==> config.mk <==
export PLATFORM = sky130hd
export DESIGN_NAME = iot_osc_ctrl
export DESIGN_NICKNAME = d
export VERILOG_FILES = /design/src/iot_pkg.sv /design/src/iot_osc_ctrl.sv
export SDC_FILE = /design/constraint.sdc
export NUM_CORES = 1
export LEC_CHECK = 0
export ABC_AREA = 1
export BUFFER_PORTS_ARGS = -buffer_cell sky130_fd_sc_hd__buf_2
export CORE_AREA = 4 4 74 89
export CTS_BUF_LIST = sky130_fd_sc_hd__clkbuf_16
export CTS_CLUSTER_DIAMETER = 40
export DETAILED_ROUTE_END_ITERATION = 6
export DIE_AREA = 0 0 78 93
export GPL_TIMING_DRIVEN = 0
export PLACE_DENSITY = 0.79
export SLEW_MARGIN = 20
export SYNTH_ARGS = -nofsm -noshare
export SYNTH_HDL_FRONTEND = slang
export SYNTH_SLANG_ARGS = --single-unit
==> constraint.sdc <==
create_clock -name core_clk -period 1.26 [get_ports core_clk]
set_input_delay 0.378 -clock core_clk [delete_from_list [all_inputs] [get_ports core_clk]]
set_output_delay 0.378 -clock core_clk [all_outputs]
set_load 0.1 [all_outputs]
==> src/iot_pkg.sv <==
// package: register map, fields, resets and encodings of the oscillator trim block
package iot_pkg;
  localparam logic [3:0] ADDR_TRIM_CTRL   = 4'h0;
  localparam logic [3:0] ADDR_OSC_CTRL    = 4'h1;
  localparam logic [3:0] ADDR_STATUS      = 4'h2;
  localparam int         TRIM_LSB         = 0;
  localparam int         TRIM_W           = 6;
  localparam int         MULT_EN_BIT      = 6;
  localparam int         LF_SRC_BIT       = 7;
  localparam int         FSEL_LSB         = 4;
  localparam int         FSEL_W           = 3;
  localparam int         SYS_HI_BIT       = 1;
  localparam int         ST_FAST_RUN_BIT  = 0;
  localparam int         ST_SLOW_RUN_BIT  = 1;
  localparam int         ST_MULT_RUN_BIT  = 2;
  localparam int         ST_STABLE_BIT    = 3;
  localparam logic [7:0] TRIM_CTRL_RESET  = 8'h00;
  localparam logic [2:0] FSEL_RESET       = 3'h3;
  localparam logic [2:0] FSEL_16M         = 3'h7;
  localparam logic [2:0] FSEL_8M          = 3'h6;
  localparam logic [2:0] FSEL_LOW         = 3'h0;
  localparam logic [3:0] CFG_XTAL_X4      = 4'h6;
  localparam logic [2:0] CFG_INT_PREFIX   = 3'h4;
  localparam logic [9:0] LF_DIV           = 10'h200;
  localparam logic [9:0] LF_DIV_LAST      = 10'h1ff;
  localparam logic [3:0] STABLE_CYCLES    = 4'h8;
  localparam logic [31:0] RDATA_UNMAPPED  = 32'h0000_0000;

  typedef struct packed {
    logic       lf_src;
    logic       mult_en;
    logic [5:0] trim;
  } iot_trim_t;

  typedef struct packed {
    logic       fast_en;
    logic       slow_en;
    logic       mult_en;
    logic       lf_tick;
    logic [2:0] fsel;
    logic [5:0] trim;
  } iot_clk_ctl_t;
endpackage

==> src/iot_osc_ctrl.sv <==
// module: internal oscillator trim, frequency select and multiplier enable control
//
// Design decisions made here: the Avalon-MM register port and the placing of the registers.
`timescale 1ns/10ps
`default_nettype none

// What this block and the software driving it do
// RULE1: six-bit signed trim, resets to zero
// RULE2: trim code monotonic to fast oscillator frequency
// RULE3: write starts shift, no completion flag
// RULE4: trim never touches slow oscillator
// RULE5: bit 7 picks fast/512 or slow
// RULE6: bit 6 enables x4 at 8/16 MHz
// RULE7: enable bit forced zero unless internal mode
// RULE8: slow oscillator enable conditions
// RULE9: timers and monitor run on slow oscillator
// RULE10: three-bit select picks one of eight
// RULE11: frequency select resets to 011
// RULE12: select field in bits 6 to 4
// RULE13: crystal x4 mode at config 0110
// RULE14: crystal x4 ignores software enable
// RULE15: internal mode multiplier needs bit and freq
// RULE16: software adjusts trim on serial errors
// RULE17: software adjusts trim from timer compare
// RULE18: software adjusts trim from capture interval
// RULE19: fast oscillator enable conditions
// RULE20: readable fast oscillator stable flag
// RULE21: effective enable is AND of conditions
// RULE22: trim output updates on write edge
module iot_osc_ctrl
(
  input  wire logic                core_clk,
  input  wire logic                nrst,
  input  wire logic                clk_en,
  input  wire logic [3:0]          avs_address,
  input  wire logic                avs_read,
  input  wire logic                avs_write,
  input  wire logic [31:0]         avs_writedata,
  input  wire logic [3:0]          avs_byteenable,
  output logic [31:0]              avs_readdata,
  output logic                     avs_waitrequest,
  input  wire logic [3:0]          primary_osc_config,
  input  wire logic                powerup_delay_timer_en,
  input  wire logic                watchdog_counter_en,
  input  wire logic                clock_fail_monitor_en,
  input  wire logic                fast_osc_ready_pin,
  output iot_pkg::iot_clk_ctl_t    clk_ctl,
  output logic                     slow_clk_users_sel
);
  import iot_pkg::*;

  typedef enum logic [1:0] {
    IOT_IDLE = 2'b00,
    IOT_ACK  = 2'b01
  } iot_bus_st_t;

  iot_bus_st_t   bus_reg;
  iot_bus_st_t   bus_next;
  iot_trim_t     trim_reg;
  logic [2:0]    fsel_reg;
  logic          sys_hi_reg;
  logic [31:0]   rdata_reg;
  logic [9:0]    div_reg;
  logic          lf_tick_reg;
  logic [3:0]    stab_cnt_reg;
  logic          stable_reg;
  logic          rdy_s1_reg;
  logic          rdy_s2_reg;
  iot_clk_ctl_t  ctl_reg;
  logic          slow_users_reg;
  logic          wait_reg;

  function automatic logic sel_hit(input logic [3:0] a, input logic [3:0] want);
    sel_hit = (a == want);
  endfunction

  wire logic       acc       = (avs_read | avs_write) & (bus_reg == IOT_IDLE);
  // writes commit on the edge where the master sees waitrequest low, not before
  wire logic       done      = (bus_reg == IOT_ACK);
  wire logic       wr_trim   = done & avs_write & sel_hit(avs_address, ADDR_TRIM_CTRL)
                               & avs_byteenable[0];
  wire logic       wr_osc    = done & avs_write & sel_hit(avs_address, ADDR_OSC_CTRL)
                               & avs_byteenable[0];
  // see RULE7
  wire logic       int_mode  = (primary_osc_config[3:1] == CFG_INT_PREFIX);
  wire logic       xtal_x4   = (primary_osc_config == CFG_XTAL_X4); // see RULE13
  wire logic       hi_freq   = (fsel_reg == FSEL_16M) | (fsel_reg == FSEL_8M);
  // see RULE15 see RULE21 see RULE6
  wire logic       mult_int  = trim_reg.mult_en & int_mode & hi_freq;
  // see RULE14
  wire logic       mult_eff  = xtal_x4 | mult_int;
  // see RULE19
  wire logic       fast_en   = sys_hi_reg & ((fsel_reg != FSEL_LOW) | trim_reg.lf_src);
  wire logic       timers_on = powerup_delay_timer_en | watchdog_counter_en
                               | clock_fail_monitor_en;
  // see RULE8
  wire logic       slow_en   = ((fsel_reg == FSEL_LOW) & ~trim_reg.lf_src) | timers_on;
  // see RULE7: enable bit reads zero where it has no function
  wire logic [7:0] trim_rd   = {trim_reg.lf_src, mult_int, trim_reg.trim};
  wire logic [7:0] osc_rd    = {1'b0, fsel_reg, 2'b00, sys_hi_reg, 1'b0};
  wire logic [7:0] stat_rd   = {4'h0, stable_reg, mult_eff, slow_en, fast_en};
  wire logic [31:0] rd_mux   =
    sel_hit(avs_address, ADDR_TRIM_CTRL) ? {24'h00_0000, trim_rd} :
    sel_hit(avs_address, ADDR_OSC_CTRL)  ? {24'h00_0000, osc_rd}  :
    sel_hit(avs_address, ADDR_STATUS)    ? {24'h00_0000, stat_rd} : RDATA_UNMAPPED;
  wire logic [3:0] stab_inc  = stab_cnt_reg + 4'h1;

  always_comb begin
    bus_next = IOT_IDLE;
    if (clk_en && acc) begin
      bus_next = IOT_ACK;
    end
  end

  // one wait cycle, answer on second edge
  always_ff @(posedge core_clk or negedge nrst) begin
    if (!nrst) begin
      bus_reg   <= IOT_IDLE;
      rdata_reg <= 32'h0000_0000;
      wait_reg  <= 1'b1;
    end else if (clk_en) begin
      bus_reg <= bus_next;
      // registered so the master never sees a decode glitch
      wait_reg <= (bus_next != IOT_ACK);
      if (acc && avs_read) begin
        rdata_reg <= rd_mux;
      end
    end
  end

  // see RULE1 see RULE11 see RULE12 see RULE22
  always_ff @(posedge core_clk or negedge nrst) begin
    if (!nrst) begin
      trim_reg   <= TRIM_CTRL_RESET;
      fsel_reg   <= FSEL_RESET;
      sys_hi_reg <= 1'b0;
    end else if (clk_en) begin
      if (wr_trim) begin
        trim_reg <= avs_writedata[7:0];
      end
      if (wr_osc) begin
        fsel_reg   <= avs_writedata[FSEL_LSB +: FSEL_W];
        sys_hi_reg <= avs_writedata[SYS_HI_BIT];
      end
    end
  end

  // see RULE5: fast/512 tick for the low-frequency option
  always_ff @(posedge core_clk or negedge nrst) begin
    if (!nrst) begin
      div_reg     <= 10'h000;
      lf_tick_reg <= 1'b0;
    end else if (clk_en) begin
      div_reg     <= (div_reg == LF_DIV_LAST) ? 10'h000 : div_reg + 10'h001;
      lf_tick_reg <= trim_reg.lf_src & (div_reg == LF_DIV_LAST);
    end
  end

  // ready pin from analogue side is asynchronous
  always_ff @(posedge core_clk or negedge nrst) begin
    if (!nrst) begin
      rdy_s1_reg   <= 1'b0;
      rdy_s2_reg   <= 1'b0;
      stab_cnt_reg <= 4'h0;
      stable_reg   <= 1'b0;
    end else if (clk_en) begin
      rdy_s1_reg <= fast_osc_ready_pin;
      rdy_s2_reg <= rdy_s1_reg;
      // see RULE20: filtered so glitches on ready do not flag stable
      if (!rdy_s2_reg || !fast_en) begin
        stab_cnt_reg <= 4'h0;
        stable_reg   <= 1'b0;
      end else if (stab_cnt_reg != STABLE_CYCLES) begin
        stab_cnt_reg <= stab_inc;
      end else begin
        stable_reg <= 1'b1;
      end
    end
  end

  // see RULE2 see RULE3 see RULE4 see RULE9 see RULE10
  // trim goes straight to the analogue trim; no shift-complete flag exists
  always_ff @(posedge core_clk or negedge nrst) begin
    if (!nrst) begin
      ctl_reg        <= '0;
      // low in reset, high from the first enabled edge
      slow_users_reg <= 1'b0;
    end else if (clk_en) begin
      ctl_reg.fast_en <= fast_en;
      ctl_reg.slow_en <= slow_en;
      ctl_reg.mult_en <= mult_eff;
      ctl_reg.lf_tick <= lf_tick_reg;
      ctl_reg.fsel    <= fsel_reg;
      ctl_reg.trim    <= wr_trim ? avs_writedata[5:0] : trim_reg.trim;
      slow_users_reg  <= 1'b1;
    end
  end

  assign clk_ctl            = ctl_reg;
  assign slow_clk_users_sel = slow_users_reg;
  assign avs_readdata       = rdata_reg;
  assign avs_waitrequest    = wait_reg;

  property p_mult_forced;
    @(posedge core_clk) disable iff (!nrst)
      clk_en && !int_mode && !xtal_x4 |=> !ctl_reg.mult_en;
  endproperty
  a_mult_forced: assert property (p_mult_forced) else $error("multiplier on in wrong mode"); // see RULE7

  property p_xtal;
    @(posedge core_clk) disable iff (!nrst) clk_en && xtal_x4 |=> ctl_reg.mult_en;
  endproperty
  a_xtal: assert property (p_xtal) else $error("crystal x4 not enabled"); // see RULE14

  property p_int_mult;
    @(posedge core_clk) disable iff (!nrst)
      clk_en && int_mode && !hi_freq |=> !ctl_reg.mult_en;
  endproperty
  a_int_mult: assert property (p_int_mult) else $error("multiplier at low freq"); // see RULE15

  property p_trim_upd;
    @(posedge core_clk) disable iff (!nrst)
      clk_en && wr_trim |=> ctl_reg.trim == $past(avs_writedata[5:0]);
  endproperty
  a_trim_upd: assert property (p_trim_upd) else $error("trim not updated"); // see RULE22

  property p_slow;
    @(posedge core_clk) disable iff (!nrst) clk_en && timers_on |=> ctl_reg.slow_en;
  endproperty
  a_slow: assert property (p_slow) else $error("slow osc off with timers"); // see RULE8

  property p_fast;
    @(posedge core_clk) disable iff (!nrst) clk_en && !sys_hi_reg |=> !ctl_reg.fast_en;
  endproperty
  a_fast: assert property (p_fast) else $error("fast osc on without select"); // see RULE19

  property p_rd_mult;
    @(posedge core_clk) disable iff (!nrst) !int_mode |-> !trim_rd[MULT_EN_BIT];
  endproperty
  a_rd_mult: assert property (p_rd_mult) else $error("enable bit reads one"); // see RULE7

  property p_ack;
    @(posedge core_clk) disable iff (!nrst)
      clk_en && acc |=> !avs_waitrequest ##1 avs_waitrequest;
  endproperty
  a_ack: assert property (p_ack) else $error("bus answer timing wrong"); // see RULE1

  property p_wait_one;
    @(posedge core_clk) disable iff (!nrst)
      clk_en && !avs_waitrequest |=> avs_waitrequest;
  endproperty
  a_wait_one: assert property (p_wait_one) else $error("waitrequest low too long"); // see RULE1

  property p_trim_rd;
    @(posedge core_clk) disable iff (!nrst)
      clk_en && acc && avs_read && sel_hit(avs_address, ADDR_TRIM_CTRL)
      |=> avs_readdata[TRIM_LSB +: TRIM_W] == $past(trim_reg.trim);
  endproperty
  a_trim_rd: assert property (p_trim_rd) else $error("trim read wrong"); // see RULE1

  property p_fsel_out;
    @(posedge core_clk) disable iff (!nrst)
      clk_en |=> ctl_reg.fsel == $past(fsel_reg);
  endproperty
  a_fsel_out: assert property (p_fsel_out) else $error("select not passed on"); // see RULE10

  property p_stab_off;
    @(posedge core_clk) disable iff (!nrst)
      clk_en && !fast_en |=> !stable_reg;
  endproperty
  a_stab_off: assert property (p_stab_off) else $error("stable while fast osc off"); // see RULE20

  property p_lf_off;
    @(posedge core_clk) disable iff (!nrst)
      clk_en && !trim_reg.lf_src |=> !lf_tick_reg;
  endproperty
  a_lf_off: assert property (p_lf_off) else $error("divided tick with slow source"); // see RULE5

  property p_trim_hold;
    @(posedge core_clk) disable iff (!nrst)
      clk_en && !wr_trim |=> ctl_reg.trim == $past(trim_reg.trim);
  endproperty
  a_trim_hold: assert property (p_trim_hold) else $error("trim moved without write"); // see RULE22

  property p_users;
    @(posedge core_clk) disable iff (!nrst)
      clk_en |=> slow_clk_users_sel;
  endproperty
  a_users: assert property (p_users) else $error("timers not on slow osc"); // see RULE9

  property p_slow_off;
    @(posedge core_clk) disable iff (!nrst)
      clk_en && !timers_on && ((fsel_reg != FSEL_LOW) || trim_reg.lf_src) |=> !ctl_reg.slow_en;
  endproperty
  a_slow_off: assert property (p_slow_off) else $error("slow osc on without cause"); // see RULE8

  property p_fast_on;
    @(posedge core_clk) disable iff (!nrst)
      clk_en && sys_hi_reg && (fsel_reg != FSEL_LOW) |=> ctl_reg.fast_en;
  endproperty
  a_fast_on: assert property (p_fast_on) else $error("fast osc off when selected"); // see RULE19

  property p_mult_on;
    @(posedge core_clk) disable iff (!nrst)
      clk_en && int_mode && hi_freq && trim_reg.mult_en |=> ctl_reg.mult_en;
  endproperty
  a_mult_on: assert property (p_mult_on) else $error("internal multiplier not on"); // see RULE15

  c_wr: cover property (@(posedge core_clk) disable iff (!nrst) wr_trim);
  c_mult: cover property (@(posedge core_clk) disable iff (!nrst) mult_int);
  c_stable: cover property (@(posedge core_clk) disable iff (!nrst) stable_reg);
  c_lf: cover property (@(posedge core_clk) disable iff (!nrst) lf_tick_reg);
  c_freeze: cover property (@(posedge core_clk) disable iff (!nrst) !clk_en);
endmodule
`default_nettype wire

==> results by group, run 1 <==
Timing
  – Final Worst Setup Slack: -0.137 ns
  – Max-Slew Margin vs Limit: 0.558
  – Skew final: 0.00637 ns
  – Fin. Hold Viols: 0
  – Post-route setup TNS: -0.263 ns
  – RSZ-0062 raised after global routing: true
  – Max Clk Rate: slightly above 0.7 GHz
  – Period utilization: 1.11
  – Final setup viols: 15
  – Pins Over Slew Limit: 0
  – Worst slew pin tran: 0.662 ns
  – Post-layout min period: 1.40 ns

Detailed routing
  – DRC: 0
  – TritonRoute pass-1 iters: 5
  – Routed WL per cell: 12.7 µm
  – Routed via count: 2329
  – Final wirelength: 6510 µm
  – Final antenna-violating net count: 0
  – DRC marker count from the first detailed-route iteration: 137
  – Vias per cell: 4.56

Critical path
  – Setup crit start kind: register
  – Critical path required time: between 0.8 and 0.9 ns
  – Worst Setup End Kind: output port
  – CP max stage delay: 0.56 ns
  – CP bufs+invs: 1
  – Slowest CP cell: dfstp_2
  – Crit Path Category: register to output port
  – Critical Path Fanout Max: 2
  – CP Data Arrival Time: roughly 1.0 ns
  – Critical path's top delay family: flip-flops
  – Critical-path cell list: buf_12

Floorplanning
  – Initial Util: 0.493
  – Number of core rows: 30
  – Die height: 93 µm
  – Die area: 7250 µm²
  – Core footprint: 5670 µm²
  – I/O pins: 100
  – Die X-Extent: 78 µm

Power
  – Switching share of power: 0.384
  – Pint: 0.00324 W
  – Clock share of power: 0.248
  – Pwr Density: 1370 nW/µm²
  – Combinational share of power: 0.341
  – Largest vdd supply drop: 921 µV
  – Flop pwr share: 0.410
  – Leakage power: 2.03 nW
  – Switch Pwr: 0.00202 W

Placed design
  – RD Place Congestion: 0.803
  – Inst Count DP: 490
  – Port Buffers: 48
  – HPWL after DPL: around 4600 µm

Clock tree
  – TritonCTS clock tree: done
  – Clock-pin slew on the worst setup and hold paths: 0.07 ns
  – H-tree depth: 2
  – Skew-Pair Late Insertion Delay: approximately 0.29 ns
  – Clk sinks: 54
  – Root Driver: clkbuf_16
  – CTS Buffer Depth: 2
  – TritonCTS buffer count: 5

Finish
  – Most frequent cells in the layout: nand2_1, buf_4, inv_1
  – Largest register FFs: 13
  – Layout Area Growth over Synthesis: 37.4%
  – Post-Layout Cell Count: ~500
  – Final net count: about 500
  – Final core occ: 0.678
  – Diode count: 0
  – Commonest non-fill, non-tap cell in the layout: nand2_1
  – Layout cells sized above 1: 0.353

Yosys
  – Cell area after synthesis: 2800 µm²
  – Post-synthesis sequential area ratio: 0.485
  – Top cell type by total area after synthesis: dfrtp_1
  – Avg Cell Area, Syn: 8.25 µm²
  – Top cell type's share of synthesized area: 0.456
  – Cells after synthesis: 339
  – Dominant cells by area after synthesis: dfrtp_1, nand2_1, buf_4, inv_1, nand3_1
  – Flops & latches, synth: 54
  – Synth warn: 0
  – Distinct cells, synth: 36

GRT
  – Vias in the first global route: 2183
  – Remaining Overflow, GRT: 0
  – GR Util All Layers: 0.180
  – First-pass GRT wire length: 10300 µm
  – Initial antenna violation count: 0
  – Largest net degree at the start of global routing: 55

Status
  – Failing checks: negative setup slack
  – Status: finished, violations left

Flow run
  – MaxCap Viol Count: 0

Worst hold path
  – Min-Delay Path Class: input port to asynchronous set/reset pin
synthesized netlist by cell type:
library cell and number:
inv_1 37, o21a_1 1, a31oi_1 2, o21ai_1 7, dfrtp_1 51, buf_6 2, a21boi_1 1, a21oi_2 1
nand4_1 5, nand2b_2 1, o21ai_0 14, nand3_2 1, xor2_1 6, or2_1 1, clkinv_2 1, inv_2 3
nor2_2 3, nor2_1 26, nand3_4 2, and3b_1 1, o31ai_2 1, buf_2 3, o211a_1 1, ha_1 3
buf_4 26, nand3_1 20, nand2_2 2, nor3_1 1, o211ai_1 2, o21ai_2 1, or2_2 1, nand3b_1 1
nand2_1 104, conb_1 1, nor2_4 3, dfstp_2 3
kinds of logic after synthesis:
kind of cell,share of synthesized area
and+or+nand+nor,0.276
other,0.00134
DFF,0.485
xor gates and xnor gates,0.0188
AOI/OAI and AO/OA,0.0671
adders and majority gates,0.0134
buffers and inverters,0.139
per-layer routing:
layer / vias to the layer above / share of wire / GRT usage
met4: 0 / 0.019 / 0.0641
li1: 1191 / - / -
met5: - / 0 / 0
met3: 10 / 0.047 / 0.0385
met2: 61 / 0.53 / 0.312
met1: 1067 / 0.41 / 0.221
what timing repair did:
item | CTS | global route
resized for setup | 70 | 27
buffers inserted | 6 | 7
hold buffers | 0 | 0
gates cloned | 0 | 0
pin swaps | 3 | 9
setup endpoints to repair | 29 | 43
final timing paths:
path | startpoint | endpoint | slack (ns) | cells after the start
max in group asynchronous | nrst | clk_ctl[3] | 0.66 | 1
max reg2reg | div_reg[0] | div_reg[3] | 0 | 5
max | avs_waitrequest | avs_waitrequest | -0.14 | 1
min in group core_clk | avs_writedata[4] | fsel_reg[0] | 0.30 | 3
min | nrst | div_reg[3] | 0.12 | 1
min reg2reg | rdy_s1_reg | rdy_s1_reg | 0.48 | 2
stage by stage:
step / hold WS (ns) / instance area (µm²) / setup slack, ns / power [W]
after floorplan: 0.0824 / 2910 / 0.0505 / 0.00338
after global placement: 0.457 / 3250 / -0.254 / 0.00363
after detailed placement: 0.458 / 3250 / -0.141 / 0.00366
after CTS: 0.150 / 3680 / -0.142 / 0.00518
after global routing: 0.186 / 3840 / -0.161 / 0.00551
final: 0.119 / 3840 / -0.137 / 0.00526
power by group through the flow:
stage          Clock [W]  Combinational [W]  Sequential [W]
2_1_floorplan          0           0.000774         0.00261
3_3_place_gp           0            0.00149         0.00214
3_5_place_dp           0            0.00151         0.00215
4_1_cts          0.00132            0.00171         0.00214
5_1_grt          0.00141            0.00191         0.00219
6_report         0.00131            0.00180         0.00216
layout make-up:
class / instances / area (µm²)
clock buffers: 5 / 125
repair buffers: 61 / 654
plain buffers: 31 / 233
flip-flops and latches: 54 / 1380
multi-input cells: 236 / 1180
inverters: 41 / 155
fillers: 453 / 1830
well taps: 80 / 100
clock inverters: 3 / 13.8
Note: power is estimated with default switching activity, not from simulation.
==> inputs of run 2 (changes only) <==
--- a/config.mk
+++ b/config.mk
@@ -7,13 +7,14 @@
 export LEC_CHECK = 0
 export ABC_AREA = 1
 export BUFFER_PORTS_ARGS = -buffer_cell sky130_fd_sc_hd__buf_2
-export CORE_AREA = 4 4 74 89
+export CORE_AREA = 2 2 72 87
 export CTS_BUF_LIST = sky130_fd_sc_hd__clkbuf_16
 export CTS_CLUSTER_DIAMETER = 40
 export DETAILED_ROUTE_END_ITERATION = 6
-export DIE_AREA = 0 0 78 93
+export DIE_AREA = 0 0 74 89
 export GPL_TIMING_DRIVEN = 0
 export PLACE_DENSITY = 0.79
+export SETUP_SLACK_MARGIN = 0.5
 export SLEW_MARGIN = 20
 export SYNTH_ARGS = -nofsm -noshare
 export SYNTH_HDL_FRONTEND = slang
==> results by group, run 2 (same netlist as run 1, synthesis figures left out) <==
Critical path
  – Slowest CP cell: dfstp_4
  – CP bufs+invs: 1 (unchanged)
  – Worst setup path end: avs_waitrequest
  – CP max stage delay: 0.63 ns (+0.07 ns)
  – Worst reg2reg path depth: 5 (unchanged)
  – Critical Path Fanout Max: 2 (unchanged)
  – Crit path depth: 1 (unchanged)
  – Crit Path Category: register to output port
  – Critical path required time: 0.88 ns (about the same)
  – R2r setup slk: -0.07 ns (-0.07 ns)
  – CP Data Arrival Time: 1.10 ns (+0.08 ns)
  – FF-to-FF Start: div_reg[0]
  – Critical path's top delay family: flip-flops
  – Worst Setup End Kind: output port
  – R2r endpoint: div_reg[3]
  – Crit. Startpoint: avs_waitrequest
  – Critical-path cell list: buf_12
  – Setup crit start kind: register

Finish
  – Layout cells sized above 1: 0.563 (+0.211)
  – Final net count: 522 (+7.4%)
  – Diode count: 0 (unchanged)
  – Commonest non-fill, non-tap cell in the layout: nand2_1
  – Largest register FFs: 13 (unchanged)
  – Most frequent cells in the layout: nand2_1, buf_4, inv_1
  – # fillers: 253 (-44%)
  – Final instance area: 4870 µm² (+27%)
  – Layout Area Growth over Synthesis: 74.1%

Detailed routing
  – DRC: 0 (unchanged)
  – Final antenna-violating net count: 0 (unchanged)
  – Routed WL per cell: 18.3 µm (+44%)
  – Vias per cell: 5.30 (+16%)
  – TritonRoute pass-1 iters: 5 (unchanged)
  – DRC marker count from the first detailed-route iteration: 160 (+17%)
  – Routed via count: 2897 (+24%)
  – Final wirelength: 10000 µm (+54%)

Power
  – Largest vdd supply drop: 795 µV (-14%)
  – Combinational share of power: 0.373 (+0.032)
  – Switching share of power: 0.391 (+0.00644)
  – Switch Pwr: 0.00242 W (+19%)
  – Pwr Density: 1270 nW/µm² (-7.3%)
  – Flop pwr share: 0.364 (-0.046)
  – Leakage power: 2.44 nW (+20%)
  – Clock share of power: 0.262 (+0.014)
  – Pint: 0.00377 W (+16%)

GRT
  – First-pass GRT wire length: 13500 µm (+31%)
  – Remaining Overflow, GRT: 0 (unchanged)
  – GR Util All Layers: 0.274 (+0.0943)
  – Initial antenna violation count: 0 (unchanged)
  – Vias in the first global route: 2781 (+27%)
  – Largest net degree at the start of global routing: 55 (unchanged)

Timing
  – Skew final: 0.0115 ns (+0.00513 ns)
  – Max-Slew Margin vs Limit: 0.661 (+0.103)
  – Post-layout min period: 1.47 ns (+0.0778 ns)
  – Worst slew pin tran: 0.508 ns (-0.154 ns)
  – Final Worst Setup Slack: -0.215 ns (-0.0778 ns)
  – RSZ-0062 raised after global routing: true
  – Max Clk Rate: 0.678 GHz (-5.3%)
  – Fin. Hold Viols: 0 (unchanged)
  – Period utilization: 1.17 (+0.0617)
  – Final setup viols: 34 (+19)
  – Pins Over Slew Limit: 0 (unchanged)

Status
  – Failing checks: negative setup slack
  – Status: finished, violations left

Clock tree
  – Clk sinks: 54 (unchanged)
  – TritonCTS clock tree: done
  – H-tree depth: 2 (unchanged)
  – TritonCTS buffer count: 5 (unchanged)
  – CTS Buffer Depth: 2 (unchanged)
  – Root Driver: clkbuf_16
  – Clock-pin slew on the worst setup and hold paths: 0.08 ns (about the same)
  – Skew-Pair Late Insertion Delay: 0.31 ns (+0.02 ns)

Worst hold path
  – Min-Delay Path Class: input port to asynchronous set/reset pin

Floorplanning
  – Initial Util: 0.493 (unchanged)
  – Number of core rows: 30 (unchanged)
  – I/O pins: 100 (unchanged)
  – Die height: 89 µm (-4.3%)
  – Core footprint: 5670 µm² (unchanged)
  – Die area: 6590 µm² (-9.2%)
  – Die X-Extent: 74 µm (-5.1%)

Placed design
  – Port Buffers: 48 (unchanged)
  – Cell Area, Placed: 3420 µm² (+5.2%)
  – RD Place Congestion: 0.823 (+2.5%)
  – HPWL after DPL: 4440 µm (-2.7%)
  – Pre-CTS setup slack: -0.146 ns (-0.00496 ns)

Flow run
  – MaxCap Viol Count: 0 (unchanged)
==> run 2: what timing repair did <==
| item | 4_1_cts | 5_1_grt |
|---|---|---|
| hold buffers | 0 | 0 |
| setup buffers | 32 | 14 |
| pin swaps | 35 | 40 |
| resized for setup | 170 | 55 |
| gates cloned | 3 | 0 |
| endpoints found under the setup margin | 77 | 95 |
==> run 2: power groups by stage <==
stage | clock network [W] | logic (W) | registers (W)
after floorplan | 0 | 0.000814 | 0.00266
after global placement | 0 | 0.00153 | 0.00218
after detailed placement | 0 | 0.00155 | 0.00219
after CTS | 0.00158 | 0.00203 | 0.00220
after global routing | 0.00167 | 0.00241 | 0.00226
final | 0.00162 | 0.00231 | 0.00225
==> run 2: layout make-up <==
cell class / count / area (µm²) / area share
clock buffer: 5 / 125 / 0.0257
inverter: 41 / 179 / 0.0367
clock inverter: 3 / 41.3 / 0.00848
tap: 80 / 100 / 0.0206
timing repair buffer: 97 / 1130 / 0.232
sequential: 54 / 1440 / 0.297
buffer: 31 / 283 / 0.0581
multi-input combinational: 236 / 1570 / 0.322
==> run 2: worst min-delay path by stage <==
stage	start	end	cells after the start
floorplan	nrst	bus_reg[0]	0
global placement	rdy_s1_reg	rdy_s1_reg	2
global route	nrst	clk_ctl[10]	1
CTS	nrst	clk_ctl[8]	1
detailed placement	div_reg[8]	div_reg[8]	1
finish	nrst	clk_ctl[10]	1
==> run 2: stage by stage <==
| stage | utilization | setup TNS (ns) | total power, W | cells | hold WS [ns] |
|---|---|---|---|---|---|
| 6_report | 0.859 | -2.56 | 0.00619 | 547 | 0.0160 |
| 5_1_grt | 0.859 | -3.57 | 0.00634 | 547 | 0.0510 |
| 4_1_cts | 0.804 | -2.03 | 0.00581 | 533 | 0.152 |
| 3_5_place_dp | 0.604 | -2.51 | 0.00374 | 490 | 0.464 |
| 3_3_place_gp | 0.603 | -14.71 | 0.00371 | 490 | 0.457 |
| 2_1_floorplan | - | 0 | 0.00347 | 362 | 0.0824 |
==> run 2: metal layers <==
metal	vias to the layer above	global-route usage	wire [µm]
met3	59	0.0496	725
met2	170	0.489	5120
li1	1269	-	-
met4	0	0.127	718
met1	1399	0.316	3470
met5	-	0	0
